$ cat src/shared/sleep_ctl_pkg.sv
// Package with constants, register map and state types of the cyclic sleep controller.
package sleep_ctl_pkg;

	// ----------------------------------------------------------------
	// Timing
	// ----------------------------------------------------------------
	localparam int unsigned CLK_PERIOD_NS   = 4;
	localparam int unsigned TICK_PERIOD_NS  = 10_000_000;
	localparam int unsigned TICK_CYCLES_DEF = TICK_PERIOD_NS / CLK_PERIOD_NS;
	localparam int unsigned TICK_MS         = 10;
	localparam int unsigned POLL_PERIOD_MS  = 100;
	localparam int unsigned POLL_TICKS      = POLL_PERIOD_MS / TICK_MS;
	localparam int unsigned FAST_POLL_TICKS = 1;
	localparam int unsigned PB_WAKE_S       = 30;
	localparam int unsigned PB_TICKS        = PB_WAKE_S * 1000 / TICK_MS;
	localparam int unsigned LOST_POLLS      = 3;
	localparam int unsigned REJOIN_TRIES    = 3;
	localparam int unsigned TICK_W          = 22;

	// ----------------------------------------------------------------
	// Register map (byte addresses) and field values
	// ----------------------------------------------------------------
	localparam logic [7:0]  CTRL_OFS   = 8'h00;
	localparam logic [7:0]  SP_OFS     = 8'h04;
	localparam logic [7:0]  SN_OFS     = 8'h08;
	localparam logic [7:0]  HOLD_OFS   = 8'h0c;
	localparam logic [7:0]  IR_OFS     = 8'h10;
	localparam logic [7:0]  IOEN_OFS   = 8'h14;
	localparam logic [7:0]  CMD_OFS    = 8'h18;
	localparam logic [7:0]  STAT_OFS   = 8'h1c;
	localparam logic [2:0]  STYLE_PIN  = 3'h1;
	localparam logic [2:0]  STYLE_CYC  = 3'h4;
	localparam logic [2:0]  STYLE_CYCP = 3'h5;
	localparam int unsigned OPT_FULL_B = 1;
	localparam int unsigned OPT_EXT_B  = 2;
	localparam logic [11:0] SP_MIN     = 12'h020;
	localparam logic [11:0] SP_MAX     = 12'haf0;
	localparam logic [11:0] SP_RST     = 12'h020;
	localparam logic [15:0] SN_RST     = 16'h0001;
	localparam logic [15:0] HOLD_RST   = 16'h0064;
	localparam logic [7:0]  NJ_RST     = 8'hff;
	localparam logic [7:0]  NJ_ASSOC   = 8'hff;

	// ----------------------------------------------------------------
	// Types
	// ----------------------------------------------------------------
	typedef enum logic [1:0] {S_JOIN, S_SLEEP, S_AWAKE} mode_t;
	typedef enum logic [1:0] {J_ORPHAN, J_REJOIN, J_ASSOC} join_t;

	typedef struct packed {
		logic        psel;
		logic        penable;
		logic        pwrite;
		logic [7:0]  paddr;
		logic [31:0] pwdata;
	} apb_req_t;

	typedef struct packed {
		logic rf_rx;
		logic serial_rx;
		logic poll_ack;
		logic ack_pending;
		logic poll_noack;
		logic join_ok;
		logic join_fail;
		logic tx_start;
		logic tx_ack;
	} radio_in_t;

	typedef struct packed {
		logic  poll_req;
		logic  io_sample_req;
		logic  join_req;
		join_t join_kind;
	} radio_out_t;

	typedef struct packed {
		mode_t              st;
		join_t              jph;
		logic               jstart;
		logic [1:0]         rejoin_cnt;
		logic [TICK_W-1:0]  tick_cnt;
		logic [27:0]        sleep_cnt;
		logic [15:0]        wake_cnt;
		logic [15:0]        hold_cnt;
		logic               hold_run;
		logic [3:0]         poll_cnt;
		logic               fast;
		logic               poll_wait;
		logic [1:0]         miss;
		logic [15:0]        samp_cnt;
		logic [11:0]        pb_cnt;
		logic               tx_wait;
		logic               show;
		logic               ind;
		logic               cts_n;
		logic               pin_s1;
		logic               pin_s2;
		logic               pin_s3;
		logic               pb_s1;
		logic               pb_s2;
		logic               pb_s3;
		logic [2:0]         style;
		logic               flow_en;
		logic               pb_en;
		logic [7:0]         opt;
		logic [7:0]         nj;
		logic [11:0]        sp;
		logic [15:0]        sn;
		logic [15:0]        hold_val;
		logic [15:0]        ir;
		logic [15:0]        io_en;
		logic [31:0]        prdata;
		radio_out_t         ro;
	} state_t;

endpackage

$ cat src/design/cyclic_sleep_controller.sv
// Sleep and wake sequencer for a battery-powered end device, with APB configuration.
//
// Behaviour
// RQ1: Sleep style 4 or 5 selects cyclic sleep: timed sleep, short wake.
// RQ2: Style 5 also wakes on a falling sleep request pin; style 4 does not.
// RQ3: Each cyclic wake polls; pending data or serial input keeps it awake.
// RQ4: Awake indicator high while awake, low while sleeping.
// RQ5: With flow control enabled, cts_n low when awake, high when asleep.
// RQ6: Serial or RF data starts, and restarts, the wake-hold timer.
// RQ7: While the wake-hold timer runs, a poll goes out every 100 ms.
// RQ8: Sleep when the wake-hold timer expires or on the sleep-now command.
// RQ9: Sleep period accepts 0x20 to 0xaf0 in 10 ms units.
// RQ10: Sleep period multiplier accepts 1 to 0xffff.
// RQ11: Option 0x02 holds awake for full hold time; 0x04 enables extended sleep.
// RQ12: Options 0x00 or 0x02 give short sleep: one period, then poll.
// RQ13: Short sleep: multiplier 1 shows every wake, else RF data or N wakes.
// RQ14: Extended sleep lasts period times multiplier, in 10 ms units.
// RQ15: Cyclic sleep polls once per wake unless the hold timer was started.
// RQ16: Pin sleep polls every 100 ms while the sleep request pin is low.
// RQ17: RF data from parent gives a fast poll; back to 100 ms afterwards.
// RQ18: With sampling enabled, sample on wake, start hold, sample each interval.
// RQ19: Enabled pushbutton falling edge wakes the device for 30 seconds; while asleep in pin sleep (style 1) the code ignores it.
// RQ20: Three unacknowledged polls in a row mean the parent is lost.
// RQ21: After reset do an orphan scan; on no response search a new parent.
// RQ22: Join permit below 0xff tries rejoin first, then association.
// RQ23: Transmit only to the parent and wait for its acknowledgment.
// RQ24: 10 ms and 100 ms ticks come from prescalers cleared by reset.
`timescale 1ns/1ps
`default_nettype none

module cyclic_sleep_controller #(
	parameter int unsigned TICK_CYCLES = sleep_ctl_pkg::TICK_CYCLES_DEF
) (
	// Clock and reset.
	input  wire logic                     pclk,
	input  wire logic                     presetn,
	// APB slave.
	input  wire sleep_ctl_pkg::apb_req_t  apb_req,
	output logic [31:0]                   prdata,
	output logic                          pready,
	output logic                          pslverr,
	// Module pins.
	input  wire logic                     sleep_request_pin,
	input  wire logic                     pushbutton_input,
	output logic                          awake_indicator,
	output logic                          cts_n,
	// Radio stack and host events.
	input  wire sleep_ctl_pkg::radio_in_t ri,
	output sleep_ctl_pkg::radio_out_t     ro
);
	import sleep_ctl_pkg::*;

	// ----------------------------------------------------------------
	// Helpers
	// ----------------------------------------------------------------

	// Register decode, used only by the error answer; read and write decode the address themselves.
	function automatic logic mapped(input logic [7:0] a);
		return a[1:0] == 2'h0 && a <= STAT_OFS;
	endfunction

	// Sampling on wake needs a non-zero interval and an enabled line.
	function automatic logic samp_on(input state_t s);
		return s.ir != 16'h0000 && s.io_en != 16'h0000;
	endfunction

	function automatic logic cyclic(input state_t s);
		return s.style == STYLE_CYC || s.style == STYLE_CYCP;
	endfunction

	// Common entry into the awake state: first poll goes out at once.
	function automatic state_t enter_wake(input state_t s, input logic show);
		state_t r;
		r = s;
		r.st          = S_AWAKE;
		r.show        = show;
		r.ro.poll_req = 1'b1; // [RQ3]
		r.poll_wait   = 1'b1;
		r.poll_cnt    = '0;
		r.fast        = 1'b0;
		r.samp_cnt    = '0;
		r.ro.io_sample_req = samp_on(s); // [RQ18]
		if (s.opt[OPT_FULL_B] || samp_on(s)) begin
			r.hold_run = 1'b1; // [RQ11] [RQ18]
			r.hold_cnt = s.hold_val;
		end
		return r;
	endfunction

	// ----------------------------------------------------------------
	// State
	// ----------------------------------------------------------------
	localparam state_t STATE_RST = '{st: S_JOIN, jph: J_ORPHAN, jstart: 1'b1,
		sp: SP_RST, sn: SN_RST, hold_val: HOLD_RST, nj: NJ_RST,
		ro: '{poll_req: 1'b0, io_sample_req: 1'b0, join_req: 1'b0, join_kind: J_ORPHAN},
		default: '0};

	state_t            q;
	state_t            d;
	logic              tick;
	logic              pin_fall;
	logic              pb_fall;
	logic              wr;
	logic [27:0]       target;
	logic [3:0]        gap;

	// Outputs straight from the state register, pslverr straight from the bus; pready never stalls.
	assign prdata          = q.prdata;
	assign awake_indicator = q.ind;
	assign cts_n           = q.cts_n;
	assign ro              = q.ro;
	assign pready          = 1'b1;
	assign pslverr         = apb_req.psel && apb_req.penable && !mapped(apb_req.paddr);

	// ----------------------------------------------------------------
	// Next state
	// ----------------------------------------------------------------

	// All behaviour lives here; pulses default low each cycle.
	always_comb begin
		d = q;
		d.ro.poll_req      = 1'b0;
		d.ro.io_sample_req = 1'b0;
		d.ro.join_req      = 1'b0;
		d.ro.join_kind     = q.jph;

		// Pins pass three flops; only the second and third feed edge logic.
		d.pin_s1 = sleep_request_pin;
		d.pin_s2 = q.pin_s1;
		d.pin_s3 = q.pin_s2;
		d.pb_s1  = pushbutton_input;
		d.pb_s2  = q.pb_s1;
		d.pb_s3  = q.pb_s2;
		pin_fall = q.pin_s3 && !q.pin_s2;
		pb_fall  = q.pb_en && q.pb_s3 && !q.pb_s2;

		// The 10 ms prescaler; polls count ten of its ticks, fast polls one.
		tick       = q.tick_cnt == TICK_W'(TICK_CYCLES - 1);
		d.tick_cnt = tick ? '0 : q.tick_cnt + 1'b1; // [RQ24]

		// Extended sleep spans period times multiplier, else one period.
		target = q.opt[OPT_EXT_B] ? 28'(q.sp) * 28'(q.sn) : 28'(q.sp); // [RQ12] [RQ14]
		gap    = q.fast ? 4'(FAST_POLL_TICKS) : 4'(POLL_TICKS); // [RQ17]

		// APB: read data captured in setup, writes take effect in access.
		wr = apb_req.psel && apb_req.penable && apb_req.pwrite;
		if (apb_req.psel && !apb_req.penable) begin
			unique case (apb_req.paddr)
				CTRL_OFS: d.prdata = {8'h00, q.nj, q.opt, 3'h0, q.pb_en, q.flow_en, q.style};
				SP_OFS:   d.prdata = {20'h00000, q.sp};
				SN_OFS:   d.prdata = {16'h0000, q.sn};
				HOLD_OFS: d.prdata = {16'h0000, q.hold_val};
				IR_OFS:   d.prdata = {16'h0000, q.ir};
				IOEN_OFS: d.prdata = {16'h0000, q.io_en};
				STAT_OFS: d.prdata = {20'h00000, q.tx_wait, q.hold_run, q.miss,
					q.jph, q.st, q.show, q.ind, q.poll_wait, q.fast};
				default:  d.prdata = 32'h00000000;
			endcase
		end
		if (wr && apb_req.paddr == CTRL_OFS) begin
			d.style   = apb_req.pwdata[2:0];
			d.flow_en = apb_req.pwdata[3];
			d.pb_en   = apb_req.pwdata[4];
			d.opt     = apb_req.pwdata[15:8];
			d.nj      = apb_req.pwdata[23:16];
		end
		// Out of range period or zero multiplier writes are dropped.
		if (wr && apb_req.paddr == SP_OFS && apb_req.pwdata[31:12] == 20'h00000
				&& apb_req.pwdata[11:0] >= SP_MIN && apb_req.pwdata[11:0] <= SP_MAX) begin
			d.sp = apb_req.pwdata[11:0]; // [RQ9]
		end
		if (wr && apb_req.paddr == SN_OFS && apb_req.pwdata[15:0] != 16'h0000) begin
			d.sn = apb_req.pwdata[15:0]; // [RQ10]
		end
		if (wr && apb_req.paddr == HOLD_OFS) begin
			d.hold_val = apb_req.pwdata[15:0];
		end
		if (wr && apb_req.paddr == IR_OFS) begin
			d.ir = apb_req.pwdata[15:0];
		end
		if (wr && apb_req.paddr == IOEN_OFS) begin
			d.io_en = apb_req.pwdata[15:0];
		end

		unique case (q.st)
			// Orphan scan after reset, then rejoin or association.
			S_JOIN: begin
				d.show = 1'b1;
				if (q.jstart) begin
					d.jstart      = 1'b0;
					d.ro.join_req = 1'b1; // [RQ21]
				end else if (ri.join_ok) begin
					d            = enter_wake(d, 1'b1);
					d.rejoin_cnt = '0;
					d.miss       = '0;
				end else if (ri.join_fail) begin
					d.jstart = 1'b1;
					unique case (q.jph)
						J_ORPHAN: d.jph = (q.nj == NJ_ASSOC) ? J_ASSOC : J_REJOIN; // [RQ21] [RQ22]
						J_REJOIN: begin
							if (q.rejoin_cnt == 2'(REJOIN_TRIES - 1)) begin
								d.jph = J_ASSOC; // [RQ22]
							end else begin
								d.rejoin_cnt = q.rejoin_cnt + 1'b1;
							end
						end
						J_ASSOC:  d.jph = J_ASSOC;
					endcase
				end
			end

			// Low power: count the period, watch pin and pushbutton.
			S_SLEEP: begin
				if (tick) begin
					d.sleep_cnt = q.sleep_cnt + 1'b1;
				end
				if (q.style == STYLE_PIN) begin
					if (!q.pin_s2) begin
						d = enter_wake(d, 1'b1);
					end
				end else if (!cyclic(q)) begin
					d = enter_wake(d, 1'b1);
				end else if (pb_fall) begin
					d        = enter_wake(d, 1'b1);
					d.pb_cnt = 12'(PB_TICKS); // [RQ19]
				end else if (q.style == STYLE_CYCP && pin_fall) begin
					d = enter_wake(d, 1'b1); // [RQ2]
				end else if (tick && q.sleep_cnt + 1'b1 >= target) begin // [RQ1] [RQ14]
					if (q.opt[OPT_EXT_B] || q.sn == 16'h0001) begin
						d = enter_wake(d, 1'b1); // [RQ13]
					end else if (q.wake_cnt + 1'b1 >= q.sn) begin
						d          = enter_wake(d, 1'b1); // [RQ13]
						d.wake_cnt = '0;
					end else begin
						d          = enter_wake(d, 1'b0); // [RQ12]
						d.wake_cnt = q.wake_cnt + 1'b1;
					end
				end
			end

			// Awake: polling, hold timer, sampling, parent supervision.
			S_AWAKE: begin
				if (ri.serial_rx || ri.rf_rx) begin
					d.hold_run = 1'b1; // [RQ6]
					d.hold_cnt = q.hold_val;
				end
				if (ri.rf_rx) begin
					d.show = 1'b1; // [RQ13]
					d.fast = 1'b1; // [RQ17]
				end
				if (pb_fall) begin
					d.pb_cnt = 12'(PB_TICKS); // [RQ19]
					d.show   = 1'b1;
				end
				// Host frames go to the parent only; hold awake for its ack.
				if (ri.tx_start) begin
					d.tx_wait = 1'b1; // [RQ23]
				end else if (ri.tx_ack) begin
					d.tx_wait = 1'b0;
				end
				if (tick && q.pb_cnt != 12'h000) begin
					d.pb_cnt = q.pb_cnt - 1'b1;
				end
				if (tick && q.hold_run && !(ri.serial_rx || ri.rf_rx)) begin
					if (q.hold_cnt == 16'h0000) begin
						d.hold_run = 1'b0; // [RQ8]
					end else begin
						d.hold_cnt = q.hold_cnt - 1'b1;
					end
				end
				// Repeat samples at the interval while the hold timer runs.
				if (tick && q.hold_run && samp_on(q)) begin
					if (q.samp_cnt + 1'b1 >= q.ir) begin
						d.ro.io_sample_req = 1'b1; // [RQ18]
						d.samp_cnt         = '0;
					end else begin
						d.samp_cnt = q.samp_cnt + 1'b1;
					end
				end
				// Periodic polls; the count runs during an outstanding poll so the spacing stays fixed.
				if (tick && (q.hold_run || q.fast || !cyclic(q))) begin
					if (q.poll_cnt + 1'b1 < gap) begin
						d.poll_cnt = q.poll_cnt + 1'b1;
					end else begin
						d.poll_cnt    = '0;
						d.ro.poll_req = !q.poll_wait; // [RQ7] [RQ16] [RQ17]
						d.poll_wait   = 1'b1;
						d.fast        = ri.rf_rx || (q.poll_wait && q.fast);
					end
				end
				if (ri.poll_ack && q.poll_wait) begin
					d.poll_wait = 1'b0;
					d.miss      = '0;
					if (ri.ack_pending) begin
						d.hold_run = 1'b1; // [RQ3]
						d.hold_cnt = q.hold_val;
					end
				end else if (ri.poll_noack && q.poll_wait) begin
					d.poll_wait = 1'b0;
					d.miss      = q.miss + 1'b1;
				end
				// Third missed poll rejoins; else sleep when idle, on pin high in pin sleep, or on the sleep-now command (bit 0 of the command word).
				if (ri.poll_noack && q.poll_wait && q.miss == 2'(LOST_POLLS - 1)) begin
					d.st     = S_JOIN; // [RQ20]
					d.jstart = 1'b1;
					d.jph    = (q.nj == NJ_ASSOC) ? J_ASSOC : J_REJOIN; // [RQ22]
					d.rejoin_cnt = '0;
					d.miss   = '0;
				end else if ((cyclic(q) && ((wr && apb_req.paddr == CMD_OFS && apb_req.pwdata[0])
						|| (!q.hold_run && !q.poll_wait && !q.tx_wait
						&& q.pb_cnt == 12'h000 && !ri.serial_rx && !ri.rf_rx)))
						|| (q.style == STYLE_PIN && q.pin_s2 && !q.poll_wait
						&& !q.tx_wait && q.pb_cnt == 12'h000)) begin
					d.st        = S_SLEEP; // [RQ3] [RQ8] [RQ15]
					d.sleep_cnt = '0;
					d.show      = 1'b0;
					d.hold_run  = 1'b0;
					d.fast      = 1'b0;
					d.poll_wait = 1'b0;
					d.pb_cnt    = '0;
				end
			end
			default: d.st = S_JOIN;
		endcase

		// Indicator and flow control follow the next state directly.
		d.ind   = d.st != S_SLEEP && d.show; // [RQ4]
		d.cts_n = q.flow_en ? !d.ind : 1'b0; // [RQ5]
	end

	// The single state register.
	always_ff @(posedge pclk or negedge presetn) begin
		if (!presetn) begin
			q <= STATE_RST;
		end else begin
			q <= d;
		end
	end
endmodule

`default_nettype wire

$ cat config.mk
export PLATFORM = sky130hd
export DESIGN_NAME = cyclic_sleep_controller
export DESIGN_NICKNAME = d
export VERILOG_FILES = /design/src/shared/sleep_ctl_pkg.sv /design/src/design/cyclic_sleep_controller.sv
export SDC_FILE = /design/constraint.sdc
export NUM_CORES = 1
export LEC_CHECK = 0
export BUFFER_PORTS_ARGS = -buffer_cell sky130_fd_sc_hd__clkbuf_2
export CAP_MARGIN = 10
export CORE_MARGIN = 4
export CORE_UTILIZATION = 45
export CTS_CLUSTER_SIZE = 25
export DETAILED_ROUTE_END_ITERATION = 8
export HOLD_SLACK_MARGIN = 0.02
export PLACE_DENSITY_LB_ADDON = 0.15
export SETUP_SLACK_MARGIN = 0.05
export SLEW_MARGIN = 20
export SYNTH_ARGS = -nofsm -noshare
export SYNTH_HDL_FRONTEND = slang
export SYNTH_SLANG_ARGS = --single-unit
$ cat constraint.sdc
create_clock -name pclk -period 14.3 [get_ports pclk]
set_input_delay 0.715 -clock pclk [delete_from_list [all_inputs] [get_ports pclk]]
set_output_delay 0.715 -clock pclk [all_outputs]
set_load 0.02 [all_outputs]
==> flow_metrics.env <==
export IMPL_vias_per_cell=5.85
export IMPL_grt_start_max_net_pins=79
export IMPL_die_y_um=226
export IMPL_cp_max_fo=16
export IMPL_cts_buffers_inserted=31
export IMPL_row_count=79
export IMPL_maxCapViolCount=0
export IMPL_critPathCaptureType="register"
export IMPL_finalHoldWorstSlack_ns=0.0781
export IMPL_muxShareOfSynthArea_pct=5.43
export IMPL_grt_pass1_wl_um=97600
export IMPL_synth_top_area_share_pct=29.0
export IMPL_synth_adder_area_share_pct=21.4
export IMPL_wl_met3_um=4590
export IMPL_start_util_pct=45.7
export IMPL_io_buffer_count=87
export IMPL_syn_inst=2303
export IMPL_cp_slowest_stage_delay_ns=0.91
export IMPL_cpMostUsedCell="fa_1"
export IMPL_postCtsHoldBufs=0
export IMPL_synthSimpleGateAreaFrac_pct=17.2
export IMPL_period_minus_slack_ns=9.00
export IMPL_place_ws_ns=5.35
export IMPL_first_global_vias=17298
export IMPL_ys_warnings_count=0
export IMPL_drive_gt1_share_pct=12.4
export IMPL_drc_errors=0
export IMPL_p_clk_share_pct=38.0
export IMPL_dp_hpwl_um=46100
export IMPL_ys_types=85
export IMPL_fin_area_um2=23100
export IMPL_wl_per_cell_um=20.9
export IMPL_worstReg2RegStart="q[111]"
export IMPL_worstSetupStartpoint="q[111]"
export IMPL_max_freq_ghz=0.111
export IMPL_drt_met1_wl_um=27300
export IMPL_crit_arrival_ns=9.50
export IMPL_clockRootBuffer="clkbuf_16"
export IMPL_cts_tree="yes"
export IMPL_p_per_area_nw_per_um2=90.1
export IMPL_htreeDepth=1
export IMPL_yosys_area_top_type="dfrtp_1"
export IMPL_switchingPower_mw=0.690
export IMPL_skew_ns=0.0232
export IMPL_r2r_cells=27
export IMPL_finalMaxSlewViolations=0
export IMPL_synth_area_leaders="dfrtp_1, fa_1, ha_1"
export IMPL_tns_ns=0
export IMPL_wl_met2_um=27900
export IMPL_r2r_slack_ns=5.30
export IMPL_insertion_delay_ns=0.59
export IMPL_tightest_slew_ns=1.14
export IMPL_synth_xor_area_share_pct=4.18
export IMPL_area_delta_synth_final_pct=8.09
export IMPL_routabilityCongestion=0.890
export IMPL_slew_headroom_pct=23.6
export IMPL_hold_path_class="input port to async pin"
export IMPL_vdd_drop_max_v=0.0000974
export IMPL_ios=97
export IMPL_p_sw_share_pct=33.1
export IMPL_async_reset_ff_share_pct=100
export IMPL_layout_nets=2647
export IMPL_drt_initial_drc_count=1376
export IMPL_cts_resized=0
export IMPL_grt_usage_pct=24.1
export IMPL_synth_seq_cells=262
export IMPL_synth_compound_area_share_pct=13.4
export IMPL_rsz0062_at_grt="false"
export IMPL_synth_top_family_by_area="adder cells"
export IMPL_internal_power_mw=1.39
export IMPL_start_kind="register"
export IMPL_drt_wl_total_um=61500
export IMPL_cts_sinks=262
export IMPL_ys_flop_type="dfrtp_1"
export IMPL_status="completed"
export IMPL_dieWidth_um=226
export IMPL_place_area_um2=22100
export IMPL_r2r_end="q[182]"
export IMPL_vias=17198
export IMPL_final_core_util_pct=49.4
export IMPL_slowest_stage="nor4b_4"
export IMPL_pwr_share_comb_pct=21.1
export IMPL_clk_pin_slew_worst_paths_ns=0.06
export IMPL_antenna_found_initial=1
export IMPL_syn_area_um2=21400
export IMPL_postCtsSetupRepairBufs=0
export IMPL_cts_max_path_buffers=3
export IMPL_fin_crit_sh_pct=62.9
export IMPL_ys_seq_area_share_pct=30.7
export IMPL_syn_avg_cell_area_um2=9.28
export IMPL_synth_edf_count=0
export IMPL_ant_nets=0
export IMPL_setup_viol=0
export IMPL_power_frac_seq_pct=40.9
export IMPL_highest_layer="met4"
export IMPL_core_area_um2=46800
export IMPL_worstSetupPathType="register to register"
export IMPL_firstDrtPassIters=6
export IMPL_overflow=0
export IMPL_crit_required_ns=14.80
export IMPL_num_fill_cells=4374
export IMPL_dieArea_um2=51100
export IMPL_postLayoutSetupSlackWorst_ns=5.30
export IMPL_finalHoldViolations=0
export IMPL_p_leak_nw=11.2
logic make-up (layout without fill, tap and decap cells):
| group | Yosys count | after routing |
|---|---|---|
| and+or+nand+nor | 747 | 747 |
| AOI/OAI and AO/OA | 418 | 418 |
| buffers and inverters | 386 | 408 |
| adders and majority gates | 282 | 282 |
| DFF | 262 | 262 |
| muxes | 104 | 104 |
| xor gates and xnor gates | 102 | 102 |
| other | 2 | 11 |
cell usage after synthesis (all sizes together), types with 14 or more instances:
master,number
a211oi,22
a21o,33
a21oi,78
a22oi,29
a31oi,20
a32o,20
and2,84
and3,21
buf,49
clkbuf,90
dfrtp,248
dfstp,14
fa,140
ha,142
inv,247
mux2,93
nand2,279
nand2b,14
nand3,66
nand4,39
nor2,119
nor3,33
nor4,31
o21ai,101
or3,14
xnor2,60
xor2,42
placed cells by master, fill, tap and decap left out, drive strengths merged, types with 21 or more instances in the layout:
master	netlist	routed
xnor2	60	60
and2	84	84
a211oi	22	22
clkbuf	90	128
nor2	119	119
o21ai	101	101
fa	140	140
mux2	93	93
a22oi	29	29
xor2	42	42
ha	142	142
and3	21	21
nand4	39	39
nand2	279	279
nor4	31	31
a21o	33	33
nand3	66	66
dfrtp	248	248
nor3	33	33
a21oi	78	78
inv	247	248
worst max path at each step:
| stage | to | depth (start not counted) |
|---|---|---|
| after floorplan | q[175] | 29 |
| after global placement | q[160] | 27 |
| after detailed placement | q[182] | 27 |
| after CTS | q[182] | 27 |
| after global routing | q[182] | 27 |
| final | q[182] | 27 |
cell type report:
class | instances | area, µm² | area share (%)
Clock inverter | 14 | 146 | 0.633
Antenna cell | 2 | 5.00 | 0.0217
Sequential cell | 262 | 6570 | 28.4
Inverter | 247 | 927 | 4.01
Tap cell | 607 | 759 | 3.29
Clock buffer | 42 | 867 | 3.75
Timing Repair Buffer | 105 | 601 | 2.60
Multi-Input combinational cell | 1662 | 13200 | 57.3
critical path, delay by kind of cell (launching register included):
family	cells	cell delay (ns)
and+or+nand+nor	8	2.26
DFF	1	0.56
AOI/OAI and AO/OA	9	2.38
adders and majority gates	7	3.27
buffers and inverters	3	0.40
metrics by stage:
| stage | power (mW) | instances |
|---|---|---|
| 4_1_cts | 2.09 | 2938 |
| 6_report | 2.08 | 2941 |
| 3_3_place_gp | 1.28 | 2882 |
| 5_1_grt | 2.18 | 2939 |
| 3_5_place_dp | 1.30 | 2882 |
| 2_1_floorplan | 1.13 | 2310 |
routing by layer:
| layer | GRT usage [%] | vias to the layer above |
|---|---|---|
| met3 | 4.59 | 128 |
| met4 | 6.97 | 0 |
| met1 | 34.4 | 8540 |
| li1 | - | 7905 |
| met2 | 37.6 | 625 |
| met5 | 0 | - |
flip-flops by register name, indices dropped and copies added, names as in the netlist:
register,flops
prdata,24
q,231
ro,5
cts_n,1
awake_indicator,1
power by group through the flow:
stage | registers, mW | logic, mW | clock network [mW]
2_1_floorplan | 0.827 | 0.307 | 0
3_3_place_gp | 0.858 | 0.426 | 0
3_5_place_dp | 0.859 | 0.436 | 0
4_1_cts | 0.847 | 0.437 | 0.808
5_1_grt | 0.853 | 0.485 | 0.840
6_report | 0.851 | 0.439 | 0.792
(Power assumes the default switching activity.)
